File: config.mk
export PLATFORM = sky130hd
export DESIGN_NAME = iess_top
export DESIGN_NICKNAME = d
export VERILOG_FILES = /design/src/hw/iess_pkg.sv /design/src/hw/iess_spike_filter.sv /design/src/hw/iess_event_detect.sv /design/src/hw/iess_top.sv
export SDC_FILE = /design/constraint.sdc
export NUM_CORES = 1
export LEC_CHECK = 0
export BUFFER_PORTS_ARGS = -buffer_cell sky130_fd_sc_hd__buf_4
export CORE_MARGIN = 5
export CORE_UTILIZATION = 50
export DETAILED_ROUTE_END_ITERATION = 6
export PLACE_DENSITY = 0.85
export SYNTH_ARGS = -nofsm -noshare
export SYNTH_HDL_FRONTEND = slang
export SYNTH_HIERARCHICAL = 1
export SYNTH_SLANG_ARGS = --single-unit
File: constraint.sdc
create_clock -name mclk -period 6.8 [get_ports mclk]
set_clock_uncertainty 0.15 [all_clocks]
set_input_delay 1.02 -clock mclk [delete_from_list [all_inputs] [get_ports mclk]]
set_output_delay 1.02 -clock mclk [all_outputs]
set_load 0.02 [all_outputs]
File: src/hw/iess_pkg.sv
// package: register map, field positions, reset values and states
package iess_pkg;
   // ==========================================================
   // register map
   localparam logic [31:0] IESS_ADDR_ENABLE_STATE = 32'hb000_289c;
   localparam logic [31:0] IESS_ADDR_FS_SPIKE = 32'hb000_28a0;
   localparam logic [31:0] IESS_ADDR_HS_SPIKE = 32'hb000_28a4;
   localparam logic [31:0] IESS_ADDR_CONTROL = 32'hb000_28b0;
   localparam logic [31:0] IESS_ADDR_IRQ_STATUS = 32'hb000_28b4;
   localparam logic [31:0] IESS_ADDR_IRQ_MASK = 32'hb000_28b8;
   // ==========================================================
   // field positions
   localparam int IESS_BIT_ACTIVE = 0;
   localparam int IESS_BIT_DWB = 1;
   localparam int IESS_BIT_RXLOST = 2;
   localparam int IESS_BIT_CTL_ENABLE = 0;
   localparam int IESS_BIT_CTL_HS = 1;
   localparam int IESS_IRQ_W = 3;
   // ==========================================================
   // reset values
   localparam logic [7:0] IESS_FS_SPIKE_RST = 8'h07;
   localparam logic [7:0] IESS_HS_SPIKE_RST = 8'h00;
   localparam logic [1:0] IESS_CONTROL_RST = 2'h0;
   localparam logic [IESS_IRQ_W-1:0] IESS_IRQ_MASK_RST = 3'h0;
   localparam logic [31:0] IESS_RDATA_RST = 32'h0000_0000;
   localparam int IESS_NUM_LINES = 2;
   // ==========================================================
   // target-side progress seen by the disable logic
   typedef enum logic [2:0] {
      IESS_ST_IDLE = 3'b000,
      IESS_ST_ADDR = 3'b001,
      IESS_ST_RXDATA = 3'b010,
      IESS_ST_TX = 3'b011,
      IESS_ST_OTHER = 3'b100,
      IESS_ST_DRAIN = 3'b101
   } iess_state_t;
endpackage : iess_pkg

File: src/hw/iess_spike_filter.sv
// one bus line spike filter counted in bus-logic clock cycles
`timescale 1ns/1ps
module iess_spike_filter
   import iess_pkg::*;
(
   input wire logic mclk,
   input wire logic nrst,
   input wire logic ce,
   input wire logic line_in,
   input wire logic [7:0] limit,
   output logic line_out
);
   typedef struct packed {
      logic level;
      logic [7:0] cnt;
   } iess_flt_t;
   iess_flt_t s_q, s_d;

   // ==========================================================
   // filter
   always_comb begin
      s_d = s_q;
      if (line_in == s_q.level) begin
         s_d.cnt = 8'h00;
      end else if (s_q.cnt >= limit) begin
         // stable longer than limit: accept
         s_d.level = line_in; // RQ14
         s_d.cnt = 8'h00;
      end else begin
         s_d.cnt = s_q.cnt + 8'h01;
      end
   end

   always_ff @(posedge mclk or negedge nrst) begin
      if (!nrst) begin
         s_q <= '{level: 1'b1, cnt: 8'h00};
      end else if (ce) begin
         s_q <= s_d;
      end
   end

   assign line_out = s_q.level;
endmodule : iess_spike_filter

File: src/hw/iess_event_detect.sv
// start and stop condition detector on filtered bus lines
`timescale 1ns/1ps
module iess_event_detect
   import iess_pkg::*;
(
   input wire logic mclk,
   input wire logic nrst,
   input wire logic ce,
   input wire logic clk_f,
   input wire logic dat_f,
   output logic start_det,
   output logic stop_det,
   output logic clk_rise
);
   typedef struct packed {
      logic clk_p;
      logic dat_p;
   } iess_ev_t;
   iess_ev_t s_q, s_d;

   // ==========================================================
   // edge logic
   always_comb begin
      s_d.clk_p = clk_f;
      s_d.dat_p = dat_f;
   end

   always_ff @(posedge mclk or negedge nrst) begin
      if (!nrst) begin
         s_q <= '{clk_p: 1'b1, dat_p: 1'b1};
      end else if (ce) begin
         s_q <= s_d;
      end
   end

   assign start_det = ce && clk_f && s_q.clk_p && s_q.dat_p && !dat_f;
   assign stop_det = ce && clk_f && s_q.clk_p && !s_q.dat_p && dat_f;
   assign clk_rise = ce && clk_f && !s_q.clk_p;
endmodule : iess_event_detect

File: src/hw/iess_top.sv
// enable-state report, abort causes and spike limits of the bus controller
// Operation
// RQ1: enable-state bit 1 until fully inactive
// RQ2: software reads causes after state reads 0
// RQ3: rx-data-lost set on matched data-phase abort
// RQ4: rx-data-lost set on stop after disable
// RQ5: rx-data-lost clear without data phase
// RQ6: disabled-while-busy set during address or rx
// RQ7: disabled-while-busy means a forced nack
// RQ8: disabled-while-busy set on stop after disable
// RQ9: disabled-while-busy clear for idle or other
// RQ10: fs spike limit 8 bits, reset 7
// RQ11: program fs limit before first transfer
// RQ12: hs spike limit 8 bits, reset 0
// RQ13: state and causes update at same point
// RQ14: accept level after stable beyond limit
//
// Decided for this implementation: strobed register access.
`timescale 1ns/1ps
module iess_top
   import iess_pkg::*;
(
   input wire logic mclk,
   input wire logic nrst,
   input wire logic ce,
   input wire logic [31:0] addr,
   input wire logic [31:0] wdata,
   input wire logic wr_en,
   input wire logic rd_en,
   output logic [31:0] rdata,
   input wire logic bus_clk_in,
   input wire logic bus_dat_in,
   input wire logic [6:0] own_target_address,
   output logic controller_active_flag,
   output logic target_rx_data_lost,
   output logic target_disabled_while_busy,
   output logic ack_drive_low,
   output logic irq
);
   typedef struct packed {
      logic [31:0] rdata;
      logic [7:0] fs_spike;
      logic [7:0] hs_spike;
      logic [1:0] control;
      logic [IESS_IRQ_W-1:0] irq_status;
      logic [IESS_IRQ_W-1:0] irq_mask;
      logic active;
      logic rxlost;
      logic dwb;
      logic pend_rxlost;
      logic pend_dwb;
      iess_state_t st;
      logic [3:0] bitcnt;
      logic [7:0] shreg;
      logic is_read;
      logic ack;
      logic irq;
   } iess_regs_t;
   iess_regs_t r_q, r_d;

   // ==========================================================
   // spike filters
   logic [IESS_NUM_LINES-1:0] raw_lines;
   logic [IESS_NUM_LINES-1:0] flt_lines;
   logic [7:0] active_limit;
   logic start_det, stop_det, clk_rise;

   assign raw_lines = {bus_dat_in, bus_clk_in};
   // hs mode selects the separate limit
   assign active_limit = r_q.control[IESS_BIT_CTL_HS] ? r_q.hs_spike : r_q.fs_spike; // RQ12

   genvar gi;
   generate
      for (gi = 0; gi < IESS_NUM_LINES; gi++) begin : g_flt
         iess_spike_filter u_flt (
            .mclk(mclk),
            .nrst(nrst),
            .ce(ce),
            .line_in(raw_lines[gi]),
            .limit(active_limit),
            .line_out(flt_lines[gi])
         );
      end
   endgenerate

   iess_event_detect u_ev (
      .mclk(mclk),
      .nrst(nrst),
      .ce(ce),
      .clk_f(flt_lines[0]),
      .dat_f(flt_lines[1]),
      .start_det(start_det),
      .stop_det(stop_det),
      .clk_rise(clk_rise)
   );

   // ==========================================================
   // next state
   logic en_ctl;
   logic disabling;
   logic byte_done;
   logic [IESS_IRQ_W-1:0] irq_ev;

   always_comb begin
      r_d = r_q;
      en_ctl = r_q.control[IESS_BIT_CTL_ENABLE];
      disabling = r_q.active && !en_ctl;
      byte_done = 1'b0;
      irq_ev = '0;
      r_d.rdata = IESS_RDATA_RST;

      // --- register writes
      if (wr_en) begin
         case (addr)
            IESS_ADDR_FS_SPIKE: begin
               r_d.fs_spike = wdata[7:0]; // RQ10
            end
            IESS_ADDR_HS_SPIKE: begin
               r_d.hs_spike = wdata[7:0]; // RQ12
            end
            IESS_ADDR_CONTROL: begin
               r_d.control = wdata[1:0];
            end
            IESS_ADDR_IRQ_MASK: begin
               r_d.irq_mask = wdata[IESS_IRQ_W-1:0];
            end
            default: begin
            end
         endcase
      end

      // --- bit tracking of the target side
      if (clk_rise && r_q.st != IESS_ST_IDLE) begin
         // the ack slot is not data: keep the byte intact for the decision
         if (r_q.bitcnt != 4'd8) begin
            r_d.shreg = {r_q.shreg[6:0], flt_lines[1]};
         end
         if (r_q.bitcnt == 4'd8) begin
            r_d.bitcnt = 4'd0;
            byte_done = 1'b1;
         end else begin
            r_d.bitcnt = r_q.bitcnt + 4'd1;
         end
      end

      // forced nack while disabling: hold data released during ack slot
      // hold through clock high: releasing early would look like a stop
      r_d.ack = r_q.ack && flt_lines[0];
      if (r_q.bitcnt == 4'd8 && !flt_lines[0] && en_ctl && r_q.active) begin
         r_d.ack = (r_q.st == IESS_ST_ADDR &&
                    r_q.shreg[7:1] == own_target_address) ||
                   r_q.st == IESS_ST_RXDATA;
      end

      if (start_det) begin
         r_d.st = r_q.active ? IESS_ST_ADDR : IESS_ST_OTHER;
         r_d.bitcnt = 4'd0;
      end else if (byte_done) begin
         case (r_q.st)
            IESS_ST_ADDR: begin
               if (r_q.shreg[7:1] != own_target_address || disabling) begin
                  r_d.st = disabling ? IESS_ST_DRAIN : IESS_ST_OTHER;
               end else if (r_q.shreg[0]) begin
                  r_d.st = IESS_ST_TX;
               end else begin
                  r_d.st = IESS_ST_RXDATA;
               end
            end
            IESS_ST_RXDATA: begin
               if (disabling) begin
                  r_d.st = IESS_ST_DRAIN;
               end
            end
            default: begin
            end
         endcase
      end

      // --- disable while busy: record the cause
      if (disabling) begin
         case (r_q.st)
            IESS_ST_ADDR: begin
               r_d.pend_dwb = 1'b1; // RQ6
            end
            IESS_ST_RXDATA: begin
               r_d.pend_dwb = 1'b1; // RQ6
               r_d.pend_rxlost = 1'b1; // RQ3
            end
            IESS_ST_DRAIN: begin
               r_d.pend_dwb = 1'b1; // RQ7
            end
            default: begin
               // idle, tx or other master: keep both as recorded
               r_d.pend_dwb = r_q.pend_dwb; // RQ9
            end
         endcase
      end

      // stop ends the transfer; after disable in address or rx it also sets the causes
      if (stop_det) begin
         if (disabling && (r_q.st == IESS_ST_RXDATA)) begin
            r_d.pend_rxlost = 1'b1; // RQ4
            r_d.pend_dwb = 1'b1; // RQ8
         end else if (disabling && r_q.st == IESS_ST_ADDR) begin
            r_d.pend_dwb = 1'b1; // RQ8
         end
         r_d.st = IESS_ST_IDLE;
      end

      // --- enable state: drop only when no own transfer is open
      if (en_ctl && !r_q.active) begin
         r_d.active = 1'b1;
         r_d.pend_rxlost = 1'b0;
         r_d.pend_dwb = 1'b0;
         r_d.rxlost = 1'b0;
         r_d.dwb = 1'b0;
      end else if (disabling && !r_q.ack
                   && !(r_q.st inside {IESS_ST_ADDR, IESS_ST_RXDATA, IESS_ST_TX})
                   && !(stop_det && r_q.st != IESS_ST_IDLE && r_q.st != IESS_ST_OTHER)) begin
         r_d.active = 1'b0; // RQ1
         // causes settle together with the state bit
         r_d.rxlost = r_d.pend_rxlost; // RQ13
         r_d.dwb = r_d.pend_dwb; // RQ13
         // no data phase: rx-lost stays as recorded, zero otherwise
         r_d.st = IESS_ST_IDLE; // RQ5
         irq_ev[IESS_BIT_ACTIVE] = 1'b1;
         irq_ev[IESS_BIT_DWB] = r_d.pend_dwb;
         irq_ev[IESS_BIT_RXLOST] = r_d.pend_rxlost;
      end

      // --- reads; status cleared by its read, a new event wins
      if (rd_en) begin
         case (addr)
            IESS_ADDR_ENABLE_STATE: begin
               r_d.rdata = {29'h0, r_q.rxlost, r_q.dwb, r_q.active}; // RQ2
            end
            IESS_ADDR_FS_SPIKE: begin
               r_d.rdata = {24'h0, r_q.fs_spike};
            end
            IESS_ADDR_HS_SPIKE: begin
               r_d.rdata = {24'h0, r_q.hs_spike};
            end
            IESS_ADDR_CONTROL: begin
               r_d.rdata = {30'h0, r_q.control};
            end
            IESS_ADDR_IRQ_STATUS: begin
               r_d.rdata = {29'h0, r_q.irq_status};
               r_d.irq_status = '0;
            end
            IESS_ADDR_IRQ_MASK: begin
               r_d.rdata = {29'h0, r_q.irq_mask};
            end
            default: begin
               r_d.rdata = IESS_RDATA_RST;
            end
         endcase
      end
      r_d.irq_status = r_d.irq_status | irq_ev;
      r_d.irq = |(r_d.irq_status & r_d.irq_mask);
   end

   // ==========================================================
   // state register
   always_ff @(posedge mclk or negedge nrst) begin
      if (!nrst) begin
         r_q <= '{rdata: IESS_RDATA_RST, fs_spike: IESS_FS_SPIKE_RST,
                  hs_spike: IESS_HS_SPIKE_RST, control: IESS_CONTROL_RST,
                  irq_status: '0, irq_mask: IESS_IRQ_MASK_RST, active: 1'b0,
                  rxlost: 1'b0, dwb: 1'b0, pend_rxlost: 1'b0, pend_dwb: 1'b0,
                  st: IESS_ST_IDLE, bitcnt: 4'h0, shreg: 8'h00, is_read: 1'b0,
                  ack: 1'b0, irq: 1'b0};
      end else if (ce) begin
         r_q <= r_d;
      end
   end

   // ==========================================================
   // outputs
   assign rdata = r_q.rdata;
   assign controller_active_flag = r_q.active;
   assign target_rx_data_lost = r_q.rxlost;
   assign target_disabled_while_busy = r_q.dwb;
   assign ack_drive_low = r_q.ack;
   assign irq = r_q.irq;
endmodule : iess_top

# ---- After elaboration in Yosys (flattened, before gate mapping)
# Cells that the tools add are included.
dict set report word_totals {
  mem_bits_rw 0
  mem_bits_ro 0
  latchBits 0
  regBits 98
  output_inout_bits 37
  word_cells 135
  n_memories 0
}
dict set report classes {
  bitwise 4
  shifts 0
  n_div 0
  order_cmp 2
  n_eq_ne 17
  muxes 40
  n_addsub 3
  multipliers 0
  reduce_logical 47
}
# operator count
set op_table {}
lappend op_table {{32-bit == test, second input constant} 6}
lappend op_table {{8-bit 2-to-1 mux} 7}
lappend op_table {{8-bit case mux with 6 select lines} 1}
lappend op_table {{3-bit 2-to-1 mux} 15}
lappend op_table {{1-bit logical AND} 22}
lappend op_table {{3-bit AND reduction} 6}
lappend op_table {{8-bit by 1-bit adder with 8-bit output, second input constant} 2}
lappend op_table {{8-bit >= comparator} 2}
lappend op_table {{12-bit 2-to-1 mux} 1}
lappend op_table {{1-bit 2-to-1 mux} 10}
lappend op_table {{1-bit zero test} 9}
lappend op_table {{4-bit 2-to-1 mux} 2}
lappend op_table {{7-bit == test} 1}
lappend op_table {{7-bit != test} 1}
lappend op_table {{3-bit by 2-bit == test with 1-bit output, second input constant} 2}
lappend op_table {{3-bit case mux with 2 select lines} 1}
lappend op_table {{3-bit nonzero test} 2}
lappend op_table {{3-bit OR reduction} 2}
lappend op_table {{5-bit 2-to-1 mux} 1}
lappend op_table {{4-bit by 1-bit adder with 4-bit output, second input constant} 1}
lappend op_table {{4-bit == test, second input constant} 1}
lappend op_table {{2-bit 2-to-1 mux} 2}
lappend op_table {{4-bit != test, second input constant} 1}
lappend op_table {{2-bit AND reduction} 2}
lappend op_table {{9 further kinds} 13}

# ---- Logic depth before layout (Yosys ltp)
dict set report logic_depth {
  depth_word 13
  mapped_depth 9
  mapped_depth_nobuf 8
}

# ---- Cells and area by module
# The synthesis kept the hierarchy.
# module area_per_inst_um2 cells_each seq_area_each_um2 instances
set modules_own_cells {}
lappend modules_own_cells {iess_top 3276.9 293 1355.0 1}
lappend modules_own_cells {iess_spike_filter 740.7 72 226.5 2}
lappend modules_own_cells {iess_event_detect 115.1 10 52.6 1}

# ---- Worst setup path after synthesis
# Ideal clock, no wire load.
dict set report synth_timing {
  path_kind {input to register}
  start {input port addr[21]}
  end {register r_q[31] (netlist name)}
  setup_ns 0.125
  path_slack_ns 3.550
  required_time_ns 6.525
  cell_stages 8
  arrival_time_ns 2.975
  cell_sequence {or4_4 or3_4 nor2_4 and4_1 buf_4 and2_4 buf_12 mux2_4}
}
dict set report synth_between {
  elab_chain_cells 2
}
# item line_no
set synth_lines {}
lappend synth_lines {{start, declared} iess_top.sv:26} ;# input wire logic [31:0] addr,
lappend synth_lines {{32-bit == test} iess_top.sv:114} ;# case (addr)
lappend synth_lines {{3-bit AND reduction (no source line)} -}
lappend synth_lines {{end signal, assigned} iess_top.sv:266} ;# r_q <= '{rdata: IESS_RDATA_RST, fs_spike: IESS_FS_SPIKE_RST,
lappend synth_lines {{end signal, assigned} iess_top.sv:273} ;# r_q <= r_d;
lappend synth_lines {{end, declared} iess_top.sv:59} ;# iess_regs_t r_q, r_d;
# Every way passes these cells.
# A chain may end at the register's enable or synchronous reset.

# ---- Worst setup path in the final report
dict set report layout_timing {
  start {input port addr[21]}
  end {register r_q[35] (netlist name)}
}
# Same word-level chain as after synthesis.

==> results.cfg <==
[run_status]
outcome = complete, no violations

[setup_path]
crit_path_max_incr_delay_ps = 530
r2r-start = r_q[30]
path_class = in -> reg
arrival_ps = 3310
start_kind = primary input
r2r_cells = 8
crit_chain = buf_4 > or4_4 > or3_4 > nor2_4 > and4_1 > and2_4 > mux2_4
cp_top_family = simple AND/OR/NAND/NOR gates
endpoint_kind = register
cp_slowest_cell = or4_4
path_buf_inv = 1
r2r_end = g_flt[0].u_flt/s_q[3]
critPathMaxFanout = 8
critPathRequiredTime_ps = 6890
rrSetupSlack_ps = 4140

[placement]
dp_hpwl_um = 7925
dp.cells = 624
place_congestion = 0.9091
port_buffers = 66
placed_area_um2 = 5269

[synthesis]
synth_warnings = 6
ys_seq_elements = 74
ys_types = 74
synth_area_um2 = 4873
synth_top_flop_cell = dfrtp_1
syn_area_per_cell_um2 = 10.90
synth_edf_count = 0
async_flop_share = 1.000
yosysSeqAreaShare = 0.3818
syn_inst = 447

[detailed_routing]
ant_nets = 0
post_drt_wl_per_cell_um = 16.25
vias = 3606
first_iter_violations = 162
dr.pass1.iters = 4
routed_wl_um = 10400
drt-vias-per-instance = 5.634
drc = 0

[job]
drv_cap = 0

[pwr]
irDropWorstVdd_uv = 151.2
comb_power_share = 0.108
power.density_nw_per_um2 = 172.5
p_clk_frac = 0.403
p_switching_w = 0.0002430
p_leak_nw = 2.454
p_sw_frac = 0.2568
seqPwrFrac = 0.489
intPower_w = 0.0007034

[die]
io_pins = 115
core_area_um2 = 9639
num_rows = 36
fp.dieW_um = 108.7
start_util = 0.5056
dieHeight_um = 108.7
die_area_um2 = 11820

[clock_network]
hold_buffers = 0
cts_tree = yes
cts_buffer_depth = 2
post_cts_resized = 0
numClockSinks = 74
insertion_delay_ps = 350
post_cts_buffers = 0
htree_levels = 3
clkTransAtPathRegs_ps = 80
root_buffer = clkbuf_8
cts_made_buffers = 9

[sta]
finalSetupTns_ps = 0
final-setup-viol-count = 0
maxSlewHeadroom = 0.3706
slew_viol_final = 0
final_hold_viol_count = 0
whs_ps = 350.4
max_freq_ghz = 0.3107
tightest_slew_ps = 944.1
fin_crit_sh = 0.4733
rsz0062_at_grt = no
fin_crit_ps = 3218

[layout]
n_antenna_cell = 0
final_core_util = 0.5693
finalNonFillerCells = 640
fill_cells = 819
multi_input_comb_area_um2 = 2619
seq_area_um2 = 1861
design_area_um2 = 5488
nets = 600
areaGrowthSynthToFinish_pct = 12.61
drive_gt1_frac = 0.2978

[grt]
grt_pass1_vias = 3807
grt_max_degree = 75
antenna_found_initial = 0
grt_use_total = 0.1871
grt-ovfl-total = 0
grt_pass1_wl_um = 17560

[min_path]
hold_class = reg -> reg
min_from = rdata[4]
holdPathEnd = rdata[4]
hold_depth = 1
-- worst reg2reg max path: stages, from the launching register on --
cell and delay (ps):
dfrtp_1 590, mux2_2 410, inv_1 60, ha_1 270, and3_4 210, a221oi_4 350, o211ai_2 220, o21ai_1 180
o2bb2ai_1 140
-- stage by stage --
stage / total power, W / setup WS (ps)
final: 0.0009464 / 3582
after global routing: 0.0009879 / 3536
after CTS: 0.0009499 / 3597
after detailed placement: 0.0005734 / 3230
after global placement: 0.0005672 / 3262
after floorplan: 0.0005361 / 3550
-- synthesized netlist by cell type, types with 4 or more instances --
master / count / area [um^2]
mux2i_1: 9 / 90.09
and3_1: 5 / 31.28
o21ai_0: 10 / 50.05
inv_1: 34 / 127.6
a21oi_1: 6 / 30.03
clkbuf_1: 6 / 22.52
a22oi_1: 8 / 60.06
nor2_1: 7 / 26.28
mux2_4: 8 / 120.1
a21o_1: 5 / 37.54
nand3_1: 10 / 50.05
dfrtp_1: 67 / 1677
mux2_1: 14 / 157.7
ha_1: 20 / 250.2
o21ai_1: 6 / 30.03
a21boi_1: 4 / 30.03
buf_4: 34 / 255.2
o211ai_2: 4 / 50.05
o2bb2ai_1: 10 / 87.58
a31oi_1: 4 / 25.02
dfstp_2: 7 / 183.9
nor4_1: 4 / 25.02
o22ai_1: 10 / 62.56
mux2_2: 21 / 236.5
nor2b_1: 9 / 56.30
nand2b_1: 12 / 75.07
xnor2_1: 8 / 70.07
nor3_1: 6 / 30.03
o21a_1: 5 / 37.54
a22o_1: 7 / 61.31
nand2_1: 18 / 67.56
clkbuf_8: 4 / 55.05
-- cell usage in the layout, fill, tap and decap left out, types with 5 or more instances in the layout --
cell type,count
mux2i_1,9
dfrtp_1,67
o21ai_1,6
and3_1,5
a21oi_1,6
o21a_1,5
nand2_1,18
mux2_2,21
buf_4,66
a22o_1,7
o22ai_1,10
a21o_1,5
dfstp_2,7
o21ai_0,10
xnor2_1,8
conb_1,24
mux2_1,14
nor2_1,7
ha_1,20
nor3_1,6
nor2b_1,9
inv_1,34
a22oi_1,8
nand3_1,10
mux2_4,8
nand2b_1,12
o2bb2ai_1,10
clkbuf_8,9
-- worst max-delay path by stage --
stage                     startpoint       to  slack [ps]  depth (start not counted)
after floorplan             addr[21]  r_q[31]        3550                          8
after global routing        addr[21]  r_q[46]        3540                          7
after detailed placement    addr[21]  r_q[35]        3230                          7
final                       addr[21]  r_q[35]        3580                          7
after global placement      addr[21]  r_q[32]        3260                          7
after CTS                   addr[21]  r_q[35]        3600                          7
-- state kept, by name, summed over array words and instances, names as in the netlist --
register	flops
irq	1
g_flt.u_flt/line_out	2
target_disabled_while_busy	1
g_flt.u_flt/s_q	16
ack_drive_low	1
u_ev/s_q	2
target_rx_data_lost	1
rdata	8
r_q	40
controller_active_flag	1
en_ctl	1
-- routing by layer --
layer	track usage	share of wire	vias up
li1	-	-	1693
met1	0.2179	0.39	1784
met2	0.3398	0.54	109
met3	0.02842	0.049	20
met4	0.08115	0.019	0
met5	0	0	-
-- logic make-up (layout without fill, tap and decap cells) --
group,count (synthesis),count (layout),synth area share
adders and majority gates,20,20,0.05135
AOI/OAI and AO/OA,100,100,0.1746
muxes,52,52,0.1240
buffers and inverters,79,116,0.09859
xor gates and xnor gates,10,10,0.01797
and+or+nand+nor,111,111,0.1510
DFF,74,74,0.3818
other,1,24,0.0007695
-- layout make-up --
cell class                      count  area share
Clock buffer                       10     0.02326
Clock inverter                      6     0.01664
Inverter                           34     0.02326
Multi-Input combinational cell    317      0.4772
Sequential cell                    74      0.3390
Tap cell                          133     0.03032
Timing Repair Buffer               66     0.09029
-- power by group through the flow --
| stage | clock [W] | sequential, W | combinational (W) |
|---|---|---|---|
| 6_report | 0.000382 | 0.000463 | 0.000102 |
| 3_3_place_gp | 0 | 0.000470 | 0.0000969 |
| 3_5_place_dp | 0 | 0.000471 | 0.000102 |
| 2_1_floorplan | 0 | 0.000469 | 0.0000667 |
| 4_1_cts | 0.000385 | 0.000463 | 0.000102 |
| 5_1_grt | 0.000410 | 0.000465 | 0.000113 |
No activity file was read; power rests on OpenSTA's default activity.
